## src/phy_status_defs.vh

```
`ifndef PHY_STATUS_DEFS_VH
`define PHY_STATUS_DEFS_VH

// Register indices; byte address is four times the index
`define IDX_STATUS_SUMMARY 8'h10
`define IDX_FALSE_CARRIER 8'h14
`define IDX_RX_ERROR 8'h15
`define IDX_IRQ_STATUS 8'h18
`define IDX_IRQ_MASK 8'h19
`define IDX_LSB 2
`define IDX_W 8

// Summary word bit positions
`define SUM_LINK 0
`define SUM_SPEED10 1
`define SUM_DUPLEX 2
`define SUM_LOOPBACK 3
`define SUM_NEG_DONE 4
`define SUM_JABBER 5
`define SUM_FC_LATCH 11
`define SUM_RXERR_LATCH 13

// Interrupt status / mask bit positions
`define IRQ_FC 0
`define IRQ_RXERR 1
`define IRQ_LINK 2
`define IRQ_W 3

`define CNT_MAX 8'hff
`define CNT_ONE 8'h01
`define CNT_ZERO 8'h00

`define RESP_OKAY 2'b00
`define RESP_SLVERR 2'b10

`endif

```

## src/phy_status_regs.v

```verilog
// Decided for this implementation: register access over AXI4-Lite.
`timescale 1ns/100ps
`include "phy_status_defs.vh"

// Notes on behaviour
// Jabber shown only while at 10 Mb/s
// Jabber mirrored, not cleared by summary read
// Bit 4 shows negotiation done
// Bit 3 shows loopback enabled
// Bit 2 duplex, one is full
// Bit 1 speed, one is 10 Mb/s
// Software trusts duplex/speed only with link
// Bit 0 mirrors link, not cleared by read
// Counter upper byte ignores writes, reads zero
// False-carrier count increments per event
// False-carrier count sticks at maximum
// Counters read-only, cleared when read
// Receive error counts on carrier with bad symbol
// At most one count per carrier event
// No count when collision during carrier
// Receive error count sticks at maximum
// Receive error counter read clears bit 13
// False-carrier counter read clears bit 11
// Read returns old count; concurrent event kept
module phy_status_regs #(
    parameter CNT_W = 8,
    parameter ADDR_W = 12
) (
    input wire aclk, // 125 MHz clock
    input wire aresetn, // Synchronous reset
    input wire [ADDR_W-1:0] s_axi_awaddr, // Write address
    input wire s_axi_awvalid, // Write address valid
    output reg s_axi_awready, // Write address ready
    input wire [31:0] s_axi_wdata, // Write data
    input wire [3:0] s_axi_wstrb, // Write strobes
    input wire s_axi_wvalid, // Write data valid
    output reg s_axi_wready, // Write data ready
    output reg [1:0] s_axi_bresp, // Write response
    output reg s_axi_bvalid, // Write response valid
    input wire s_axi_bready, // Write response ready
    input wire [ADDR_W-1:0] s_axi_araddr, // Read address
    input wire s_axi_arvalid, // Read address valid
    output reg s_axi_arready, // Read address ready
    output reg [31:0] s_axi_rdata, // Read data
    output reg [1:0] s_axi_rresp, // Read response
    output reg s_axi_rvalid, // Read data valid
    input wire s_axi_rready, // Read data ready
    input wire link_up, // Valid link at either rate
    input wire speed10, // One at 10 Mb/s
    input wire full_duplex, // One for full duplex
    input wire loopback_on, // Loopback enabled
    input wire negotiation_done_flag, // Auto-negotiation complete
    input wire jabber_seen, // Jabber flag from basic link status word
    input wire false_carrier_evt, // One-cycle false carrier pulse
    input wire carrier_valid, // High for duration of a carrier event
    input wire invalid_symbol, // Invalid data symbol, pulse or level
    input wire collision, // Collision present
    output reg irq // Level interrupt
);

    // Summary status, latched flags and counter fields
    reg [15:0] summary_r;
    reg fc_latch_r;
    reg rxerr_latch_r;
    reg [CNT_W-1:0] false_carrier_count_field_r;
    reg [CNT_W-1:0] rx_error_count_field_r;
    // Carrier event, link change and interrupt tracking
    reg carrier_d_r;
    reg bad_sym_r;
    reg coll_r;
    reg link_d_r;
    reg [`IRQ_W-1:0] irq_stat_r;
    reg [`IRQ_W-1:0] irq_mask_r;
    // Bus holding state
    reg aw_held_r;
    reg w_held_r;
    reg [ADDR_W-1:0] awaddr_r;
    reg [31:0] wdata_r;
    reg [3:0] wstrb_r;
    // Next values of the registers above except carrier_d_r, link_d_r, awaddr_r, wdata_r and wstrb_r
    reg [15:0] summary_nxt;
    reg [CNT_W-1:0] false_carrier_count_field_nxt;
    reg [CNT_W-1:0] rx_error_count_field_nxt;
    reg fc_latch_nxt;
    reg rxerr_latch_nxt;
    reg bad_sym_nxt;
    reg coll_nxt;
    reg [`IRQ_W-1:0] irq_stat_nxt;
    reg [`IRQ_W-1:0] irq_mask_nxt;
    reg irq_nxt;
    reg [31:0] rdata_nxt;
    reg [1:0] rresp_nxt;
    reg awready_nxt;
    reg wready_nxt;
    reg bvalid_nxt;
    reg [1:0] bresp_nxt;
    reg aw_held_nxt;
    reg w_held_nxt;

    wire ar_fire = s_axi_arvalid & s_axi_arready;
    wire aw_fire = s_axi_awvalid & s_axi_awready;
    wire w_fire = s_axi_wvalid & s_axi_wready;
    wire do_write = aw_held_r & w_held_r & ~s_axi_bvalid;
    wire [`IDX_W-1:0] rd_idx = reg_index(s_axi_araddr);
    wire [`IDX_W-1:0] wr_idx = reg_index(awaddr_r);
    wire rd_fc = ar_fire & (rd_idx == `IDX_FALSE_CARRIER);
    wire rd_rx = ar_fire & (rd_idx == `IDX_RX_ERROR);
    wire wr_ok = (wr_idx == `IDX_STATUS_SUMMARY) || (wr_idx == `IDX_FALSE_CARRIER) ||
                 (wr_idx == `IDX_RX_ERROR) || (wr_idx == `IDX_IRQ_STATUS) || (wr_idx == `IDX_IRQ_MASK);

    // Carrier event ends on the falling edge of carrier_valid
    wire carrier_end = carrier_d_r & ~carrier_valid;
    wire bad_now = bad_sym_r | (carrier_valid & invalid_symbol);
    wire coll_now = coll_r | (carrier_valid & collision);
    wire rxerr_evt = carrier_end & bad_sym_r & ~coll_r;
    wire link_chg = link_d_r ^ link_up;
    // Interrupt sources share the status and mask layout
    wire [`IRQ_W-1:0] irq_evt = {link_chg, rxerr_evt, false_carrier_evt};
    wire irq_stat_wr = do_write & wstrb_r[0] & (wr_idx == `IDX_IRQ_STATUS);
    wire irq_mask_wr = do_write & wstrb_r[0] & (wr_idx == `IDX_IRQ_MASK);

    // Summary reads lag the status inputs by one cycle
    // Counter reads return the count held before the clearing edge
    // Receive errors count when the carrier drops, not at the bad symbol,
    // so a collision late in the same event can still veto the count

    // Word index of a byte address; low bits unused on an aligned bus
    function [`IDX_W-1:0] reg_index;
        input [ADDR_W-1:0] a;
        begin
            reg_index = a[`IDX_LSB +: `IDX_W];
        end
    endfunction

    // Clear-on-read saturating counter step
    function [CNT_W-1:0] cnt_step;
        input [CNT_W-1:0] cur;
        input evt;
        input clr;
        begin
            if (clr) begin
                cnt_step = evt ? `CNT_ONE : `CNT_ZERO;
            end else if (evt && cur != `CNT_MAX) begin
                cnt_step = cur + `CNT_ONE;
            end else begin
                cnt_step = cur;
            end
        end
    endfunction

    // Summary word assembled from live inputs; other bits out of scope read zero
    always @* begin
        summary_nxt = 16'h0000;
        summary_nxt[`SUM_LINK] = link_up;
        summary_nxt[`SUM_SPEED10] = speed10;
        summary_nxt[`SUM_DUPLEX] = full_duplex;
        summary_nxt[`SUM_LOOPBACK] = loopback_on;
        summary_nxt[`SUM_NEG_DONE] = negotiation_done_flag;
        // Masked at 100 Mb/s where the flag has no meaning
        summary_nxt[`SUM_JABBER] = jabber_seen & speed10;
    end

    // Registered so the read mux sees flops only
    always @(posedge aclk) begin
        if (!aresetn) begin
            summary_r <= 16'h0000;
        end else begin
            summary_r <= summary_nxt;
        end
    end

    // Counter next values; a clear with an event in one cycle leaves one count
    always @* begin
        false_carrier_count_field_nxt = cnt_step(false_carrier_count_field_r, false_carrier_evt, rd_fc);
        rx_error_count_field_nxt = cnt_step(rx_error_count_field_r, rxerr_evt, rd_rx);
    end

    // Set wins over the read clear so no event is lost
    always @* begin
        fc_latch_nxt = fc_latch_r;
        if (false_carrier_evt) begin
            fc_latch_nxt = 1'b1;
        end else if (rd_fc) begin
            fc_latch_nxt = 1'b0;
        end
    end

    always @* begin
        rxerr_latch_nxt = rxerr_latch_r;
        if (rxerr_evt) begin
            rxerr_latch_nxt = 1'b1;
        end else if (rd_rx) begin
            rxerr_latch_nxt = 1'b0;
        end
    end

    // Carrier flags only accumulate inside one carrier event
    always @* begin
        bad_sym_nxt = 1'b0;
        coll_nxt = 1'b0;
        if (carrier_valid) begin
            bad_sym_nxt = bad_now;
            coll_nxt = coll_now;
        end
    end

    // Counters, their latched flags and carrier event tracking
    always @(posedge aclk) begin
        if (!aresetn) begin
            false_carrier_count_field_r <= `CNT_ZERO;
            rx_error_count_field_r <= `CNT_ZERO;
            fc_latch_r <= 1'b0;
            rxerr_latch_r <= 1'b0;
            carrier_d_r <= 1'b0;
            bad_sym_r <= 1'b0;
            coll_r <= 1'b0;
        end else begin
            false_carrier_count_field_r <= false_carrier_count_field_nxt;
            rx_error_count_field_r <= rx_error_count_field_nxt;
            fc_latch_r <= fc_latch_nxt;
            rxerr_latch_r <= rxerr_latch_nxt;
            carrier_d_r <= carrier_valid;
            bad_sym_r <= bad_sym_nxt;
            coll_r <= coll_nxt;
        end
    end

    // Interrupt status, write one to clear, set wins
    always @* begin
        irq_stat_nxt = irq_stat_r | irq_evt;
        if (irq_stat_wr) begin
            irq_stat_nxt = (irq_stat_r & ~wdata_r[`IRQ_W-1:0]) | irq_evt;
        end
        irq_mask_nxt = irq_mask_r;
        if (irq_mask_wr) begin
            irq_mask_nxt = wdata_r[`IRQ_W-1:0];
        end
        // Level output follows status by one cycle
        irq_nxt = |(irq_stat_r & irq_mask_r);
    end

    always @(posedge aclk) begin
        if (!aresetn) begin
            irq_stat_r <= {`IRQ_W{1'b0}};
            irq_mask_r <= {`IRQ_W{1'b0}};
            link_d_r <= 1'b0;
            irq <= 1'b0;
        end else begin
            link_d_r <= link_up;
            irq_stat_r <= irq_stat_nxt;
            irq_mask_r <= irq_mask_nxt;
            irq <= irq_nxt;
        end
    end

    // Write channels: address and data taken in either order
    always @* begin
        awready_nxt = s_axi_awready;
        wready_nxt = s_axi_wready;
        bvalid_nxt = s_axi_bvalid;
        bresp_nxt = s_axi_bresp;
        aw_held_nxt = aw_held_r;
        w_held_nxt = w_held_r;
        if (aw_fire) begin
            aw_held_nxt = 1'b1;
            awready_nxt = 1'b0;
        end
        if (w_fire) begin
            w_held_nxt = 1'b1;
            wready_nxt = 1'b0;
        end
        // Writes to the summary and counters are accepted and dropped
        if (do_write) begin
            bvalid_nxt = 1'b1;
            bresp_nxt = wr_ok ? `RESP_OKAY : `RESP_SLVERR;
        end
        // One write at a time: both channels reopen after the response
        if (s_axi_bvalid && s_axi_bready) begin
            bvalid_nxt = 1'b0;
            aw_held_nxt = 1'b0;
            w_held_nxt = 1'b0;
            awready_nxt = 1'b1;
            wready_nxt = 1'b1;
        end
    end

    always @(posedge aclk) begin
        if (!aresetn) begin
            s_axi_awready <= 1'b1;
            s_axi_wready <= 1'b1;
            s_axi_bvalid <= 1'b0;
            s_axi_bresp <= `RESP_OKAY;
            aw_held_r <= 1'b0;
            w_held_r <= 1'b0;
            awaddr_r <= {ADDR_W{1'b0}};
            wdata_r <= 32'h00000000;
            wstrb_r <= 4'h0;
        end else begin
            s_axi_awready <= awready_nxt;
            s_axi_wready <= wready_nxt;
            s_axi_bvalid <= bvalid_nxt;
            s_axi_bresp <= bresp_nxt;
            aw_held_r <= aw_held_nxt;
            w_held_r <= w_held_nxt;
            if (aw_fire) begin
                awaddr_r <= s_axi_awaddr;
            end
            if (w_fire) begin
                wdata_r <= s_axi_wdata;
                wstrb_r <= s_axi_wstrb;
            end
        end
    end

    // Read word for the addressed register; unmapped reads answer an error
    always @* begin
        rdata_nxt = 32'h00000000;
        rresp_nxt = `RESP_OKAY;
        if (rd_idx == `IDX_STATUS_SUMMARY) begin
            rdata_nxt[15:0] = summary_r | ({15'h0000, fc_latch_r} << `SUM_FC_LATCH) |
                              ({15'h0000, rxerr_latch_r} << `SUM_RXERR_LATCH);
        end else if (rd_idx == `IDX_FALSE_CARRIER) begin
            rdata_nxt[CNT_W-1:0] = false_carrier_count_field_r;
        end else if (rd_idx == `IDX_RX_ERROR) begin
            rdata_nxt[CNT_W-1:0] = rx_error_count_field_r;
        end else if (rd_idx == `IDX_IRQ_STATUS) begin
            rdata_nxt[`IRQ_W-1:0] = irq_stat_r;
        end else if (rd_idx == `IDX_IRQ_MASK) begin
            rdata_nxt[`IRQ_W-1:0] = irq_mask_r;
        end else begin
            rresp_nxt = `RESP_SLVERR;
        end
    end

    // Read channel; data sampled at the address edge so a clear returns the old count
    always @(posedge aclk) begin
        if (!aresetn) begin
            s_axi_arready <= 1'b1;
            s_axi_rvalid <= 1'b0;
            s_axi_rdata <= 32'h00000000;
            s_axi_rresp <= `RESP_OKAY;
        end else begin
            if (ar_fire) begin
                s_axi_arready <= 1'b0;
                s_axi_rvalid <= 1'b1;
                s_axi_rresp <= rresp_nxt;
                s_axi_rdata <= rdata_nxt;
            end
            if (s_axi_rvalid && s_axi_rready) begin
                s_axi_rvalid <= 1'b0;
                s_axi_arready <= 1'b1;
            end
        end
    end

endmodule

```

## config.mk

```make
export PLATFORM = sky130hd
export DESIGN_NAME = phy_status_regs
export DESIGN_NICKNAME = d
export VERILOG_FILES = /design/src/phy_status_regs.v
export VERILOG_INCLUDE_DIRS = /design/src /design/src/src
export SDC_FILE = /design/constraint.sdc
export NUM_CORES = 1
export LEC_CHECK = 0
export ABC_AREA = 0
export BUFFER_PORTS_ARGS = -buffer_cell sky130_fd_sc_hd__buf_2
export CAP_MARGIN = 5
export CORE_MARGIN = 1.5
export CORE_UTILIZATION = 44
export CTS_CLUSTER_DIAMETER = 200
export DETAILED_ROUTE_END_ITERATION = 7
export GPL_TIMING_DRIVEN = 0
export PLACE_DENSITY = 0.78
export SLEW_MARGIN = 30
export SYNTH_ARGS = -nofsm -noshare
export SYNTH_HDL_FRONTEND = slang
export SYNTH_SLANG_ARGS = --single-unit
```

## constraint.sdc

```tcl
create_clock -name aclk -period 1.5 [get_ports aclk]
set_input_delay 0.15 -clock aclk [delete_from_list [all_inputs] [get_ports aclk]]
set_output_delay 0.15 -clock aclk [all_outputs]
set_load 0.05 [all_outputs]
```

## Word level (Yosys, flattened, before mapping)

Index checks and enable logic that the tools add are counted.

| storage, ports and cells | value |
|---|---|
| register bits after elaboration | 86 |
| output and inout port bits | 42 |
| word-level logic and storage cells | 110 |

| operators by class | value |
|---|---|
| add/subtract/negate cells | 2 |
| eq/ne operators | 12 |
| multiplexer cells | 24 |
| bitwise operators | 30 |
| reduce and logical (&&, ||, !) cells | 16 |

Operator list:

| operator | number |
|---|---|
| equality test 8 x 5 -> 1 bit, second input constant | 10 |
| 2-to-1 mux 8 bit | 7 |
| adder 8 x 1 -> 8 bit, second input constant | 2 |
| bitwise AND 1 bit | 16 |
| inequality test 8 bit, second input constant | 2 |
| OR 16 x 12 -> 16 bit | 1 |
| OR 16 x 14 -> 16 bit | 1 |
| 2-to-1 mux 2 bit | 6 |
| 2-to-1 mux 3 bit | 4 |
| nonzero test 2 bit | 4 |
| bitwise AND 3 bit | 2 |
| 2-to-1 mux 1 bit | 6 |
| OR 3 bit | 2 |
| 2-to-1 mux 5 bit | 1 |
| logical AND 1 bit | 4 |
| logical OR 1 bit | 4 |
| NOT 1 bit | 4 |
| OR reduction 2 bit | 2 |
| NOT 3 bit | 1 |
| OR reduction 3 bit | 1 |
| OR 1 bit | 2 |
| AND reduction 2 bit | 1 |
| bitwise XOR 1 bit | 1 |

## Depth between registers and ports, before layout

| logic depth | value |
|---|---|
| depth in word-level cells | 7 |
| gate-level depth with buffers | 5 |
| depth with buffers taken out | 5 |

## Least setup slack after synthesis

OpenSTA, ideal clock, no wires.

| path | value |
|---|---|
| path kind | register to register |
| start | reg s_axi_arready |
| end | reg false_carrier_count_field_r[6] |
| library setup time | 126 ps |
| arrival | 1,738 ps |
| data required time | 1,374 ps |
| path slack | -365 ps |
| cell stages (with the launch flop) | 5 |
| path buffers | 0 |
| period minus slack after synthesis | 1,865 ps |
| cell sequence | dfxtp_1 > nand2_1 > or4_4 > nand2_1 > a211oi_1 |

| on the way | value |
|---|---|
| word-level cells in the longest chain between the ends | 3 |
| elaborated cells on any way between the ends | 4 |

RTL lines:

| what | RTL line | source |
|---|---|---|
| from (decl) | phy_status_regs.v:43 | `output reg s_axi_arready,` |
| from (signal assigned) | phy_status_regs.v:338 | `s_axi_arready <= 1'b1;` |
| from (signal assigned) | phy_status_regs.v:344 | `s_axi_arready <= 1'b0;` |
| from (signal assigned) | phy_status_regs.v:351 | `s_axi_arready <= 1'b1;` |
| bitwise AND 1 bit * | phy_status_regs.v:100 | `wire ar_fire = s_axi_arvalid & s_axi_arready;` |
| bitwise AND 1 bit * | phy_status_regs.v:106 | `` wire rd_fc = ar_fire & (rd_idx == `IDX_FALSE_CARRIER); `` |
| 2-to-1 mux 8 bit / nonzero test 2 bit (equally long branches) | - |  |
| to (signal assigned) | phy_status_regs.v:210 | `` false_carrier_count_field_r <= `CNT_ZERO; `` |
| to (signal assigned) | phy_status_regs.v:218 | `false_carrier_count_field_r <= false_carrier_count_field_nxt;` |
| to (decl) | phy_status_regs.v:65 | `reg [CNT_W-1:0] false_carrier_count_field_r;` |

Mark *: on every way between the ends. The rest lies on a longest branch, timed or not.
A chain may end at the register's enable or synchronous reset.

## Final worst setup path

| path | value |
|---|---|
| start | reg coll_r |
| end | reg rx_error_count_field_r[5] (netlist: cnt_step.cur[5]) |

| on the way | value |
|---|---|
| word-level cells in the longest chain between the ends | 4 |

RTL lines:

| what | RTL line | source |
|---|---|---|
| from (decl) | phy_status_regs.v:70 | `reg coll_r;` |
| from (signal assigned) | phy_status_regs.v:224 | `coll_r <= coll_nxt;` |
| NOT 1 bit | phy_status_regs.v:115 | `wire rxerr_evt = carrier_end & bad_sym_r & ~coll_r;` |
| bitwise AND 1 bit | phy_status_regs.v:115 |  |
| logical AND 1 bit (no line) | - |  |
| nonzero test 2 bit (no line) | - |  |
| to (signal assigned) | phy_status_regs.v:211 | `` rx_error_count_field_r <= `CNT_ZERO; `` |
| to (signal assigned) | phy_status_regs.v:219 | `rx_error_count_field_r <= rx_error_count_field_nxt;` |
| to (decl) | phy_status_regs.v:66 | `reg [CNT_W-1:0] rx_error_count_field_r;` |

No other way between the ends.

==> impl_metrics.ini <==
[cts]
worstSkewPairLatency_ns = 0.34
cts_buffer_depth = 2
clockRootBuffer = clkbuf_8
clk_pin_slew_ns = 0.07
cts_buffers = 9
htree_levels = 3
cts_sinks = 65
tritoncts = done

[hold_path]
holdCritStartpoint = loopback_on
min_to = summary_r[3]
hold_path.class = in2reg
hold_depth = 2

[sta]
timing.final.crit_period_ns = 1.46
final_max_slew_viol_count = 0
layout_setup_ws_ns = 0.0422
finClkSkew_ns = 0.00717
fmax_mhz = 686
hold_viol_final = 0
setup-tns-final_ns = 0
max_slew_margin_pct = 65.8
worstMarginPinSlew_ns = 0.510
rsz0062_at_grt = true
finalSetupViolations = 0
fin_crit_sh_pct = 97.2

[setup_path]
cp.arrival_ns = 1.73
path_cells = nor4bb_2, buf_4, o211ai_1, or3_1, a21oi_2
r2r_cells = 5
critical-path-max-stage-delay_ns = 0.36
startpoint_type = register
cp-end-kind = register
timing.rr.end = cnt_step.cur[5]
path_max_fanout = 5
crit_slowest_cell = or3_1
crit_type = reg2reg
required_ns = 1.77
reg2reg_slack_ns = 0.04
r2r_start = coll_r

[global_routing]
grt_pass1_vias = 2465
antenna_found_initial = 0
grt_overflow = 0
grt_usage_pct = 19.7
grt_max_degree = 12
grt_pass1_wl_um = 11300

[run_status]
outcome = finished, violations left
violations = DRC

[placement]
dpl.hpwl_um = 5070
routabilityCongestion = 0.879
dp_worst_setup_slack_ns = -0.304
placed_cell_area_mm2 = 0.00344
port_buffers = 53

[synth]
synth_top_area_share_pct = 43.9
synth_area_per_cell_um2 = 8.45
syn_inst = 351
yosysUniqueCellTypes = 48
synth-async-reset-ratio_pct = 0
ys_warn_count = 0
synth_common_cells = 65 x dfxtp_1, 35 x a21oi_1, 29 x nand3_1, 29 x nor2_1, 28 x nand2_1
synth_flop_cell = dfxtp_1
yosysMostFrequentCell = dfxtp_1
ys_ff_latch = 65
synth_edf_count = 0
synthTopCellsByArea = dfxtp_1 44%, buf_4 6.1%, a21oi_1 5.9%
synth_area_mm2 = 0.00297
ys_seq_area_share_pct = 43.9
synth_largest_area_cell = dfxtp_1

[die]
core-area_mm2 = 0.00642
initial_utilization_pct = 46.2
die_area_mm2 = 0.00724
floorplan.rows = 29
pin_count = 119
die_y_um = 85.1
fp.dieW_um = 85.1

[detailed_routing]
drtAntennaViolNets = 0
drcViolationCount = 5
wl_per_cell_um = 13.3
vias_per_cell = 5.19
dr.pass1.iters = 7
vias = 2731
wl_um = 7000
dr.first_iter.drc_count = 153

[pwr]
p_sw_mw = 1.07
p_per_area_mw_per_mm2 = 1090
p_seq_share_pct = 44.8
swShare_pct = 26.0
p_clk_share_pct = 41.8
internal_power_mw = 3.05
power_frac_comb_pct = 13.4
leakage_nw = 1.61
finalPower_mw = 4.12
peakVddDrop_v = 0.000675

[cells_and_area]
design_area_mm2 = 0.00379
area_growth_pct = 27.6
drive_gt1_share_pct = 29.0
fin_nets = 523
fin_util_pct = 59.0
diodes = 0

[job]
cap_violations = 0
[worst max path at each step]
stage	slack [ns]	from	end	cells after the start
finish	0.04	coll_r	cnt_step.cur[5]	5
global route	-0.06	coll_r	cnt_step.cur[7]	5
CTS	0.009	cnt_step.cur[3]	cnt_step.cur[5]	4
detailed placement	-0.30	s_axi_araddr[3]	false_carrier_count_field_r[7]	5
global placement	-0.29	s_axi_araddr[3]	false_carrier_count_field_r[1]	5
floorplan	-0.07	s_axi_araddr[3]	false_carrier_count_field_r[6]	4
[flip-flops by register name, indices dropped and copies added, names as in the netlist, 3 cells and up]
name and flops:
s_axi_rdata 10, awaddr_r 8, cnt_step.cur 8, false_carrier_count_field_r 8, summary_r 6, irq_mask_r 3, irq_stat_r 3, wdata_r 3
[cell families after synthesis]
| kind of cell | synth area share, % |
|---|---|
| simple gates | 23.2 |
| xor+xnor | 2.36 |
| flops | 43.9 |
| other cells | 0.126 |
| mux | 3.63 |
| fa+ha+maj | 0.843 |
| compound gates | 16.8 |
| buf+inv | 9.24 |
[final cells by class]
cell class | instances | area [um^2]
buffer | 36 | 229
clock buffer | 12 | 166
clock inverter | 4 | 72.6
fill | 580 | 2640
inverter | 13 | 48.8
multi-input combinational | 260 | 1540
sequential | 65 | 1310
tap | 77 | 96.3
timing repair buffer | 59 | 315
[through the flow]
stage	hold slack, ns	instances
after CTS	0.000348	522
after global routing	0.0107	526
after detailed placement	0.361	504
after floorplan	0.250	374
after global placement	0.358	504
final	0.0125	526
[routing by layer]
layer	share of wire, %	vias up	track usage, %
met5	0	-	0
li1	-	1384	-
met3	6.9	10	7.49
met1	43	1240	24.8
met4	1.6	0	6.71
met2	48	97	31.0
[power groups by stage]
stage	sequential (mW)	combinational (mW)	clock (mW)
final	1.85	0.554	1.72
after global routing	1.85	0.596	1.83
after CTS	1.84	0.547	1.75
after detailed placement	1.88	0.540	0
after global placement	1.88	0.528	0
after floorplan	1.94	0.351	0
[repair_timing]
item / CTS / global route
setup endpoints to repair: 15 / 12
hold buffers: 1 / 1
setup buffers: 1 / 3
pin swaps: 1 / 3
gates resized for setup: 7 / 13
hold endpoints to repair: 1 / 1
[layout by cell type, fill, tap and decap left out, types with 7 or more instances in the layout]
| master | instances |
|---|---|
| nand2_1 | 26 |
| nor2_1 | 29 |
| o21ai_0 | 18 |
| nand3_1 | 26 |
| dfxtp_2 | 7 |
| conb_1 | 24 |
| inv_1 | 12 |
| buf_2 | 53 |
| dfxtp_1 | 57 |
| clkbuf_8 | 10 |
| clkbuf_1 | 12 |
| buf_4 | 29 |
| a21oi_1 | 33 |
[critical path, delay by kind of cell (launching register included)]
family | cells | cell delay (ns)
flip-flops | 1 | 0.32
buffers and inverters | 1 | 0.15
AO/OA/AOI/OAI | 2 | 0.30
AND/OR/NAND/NOR | 2 | 0.61
No activity file was read; power rests on OpenSTA's default activity.
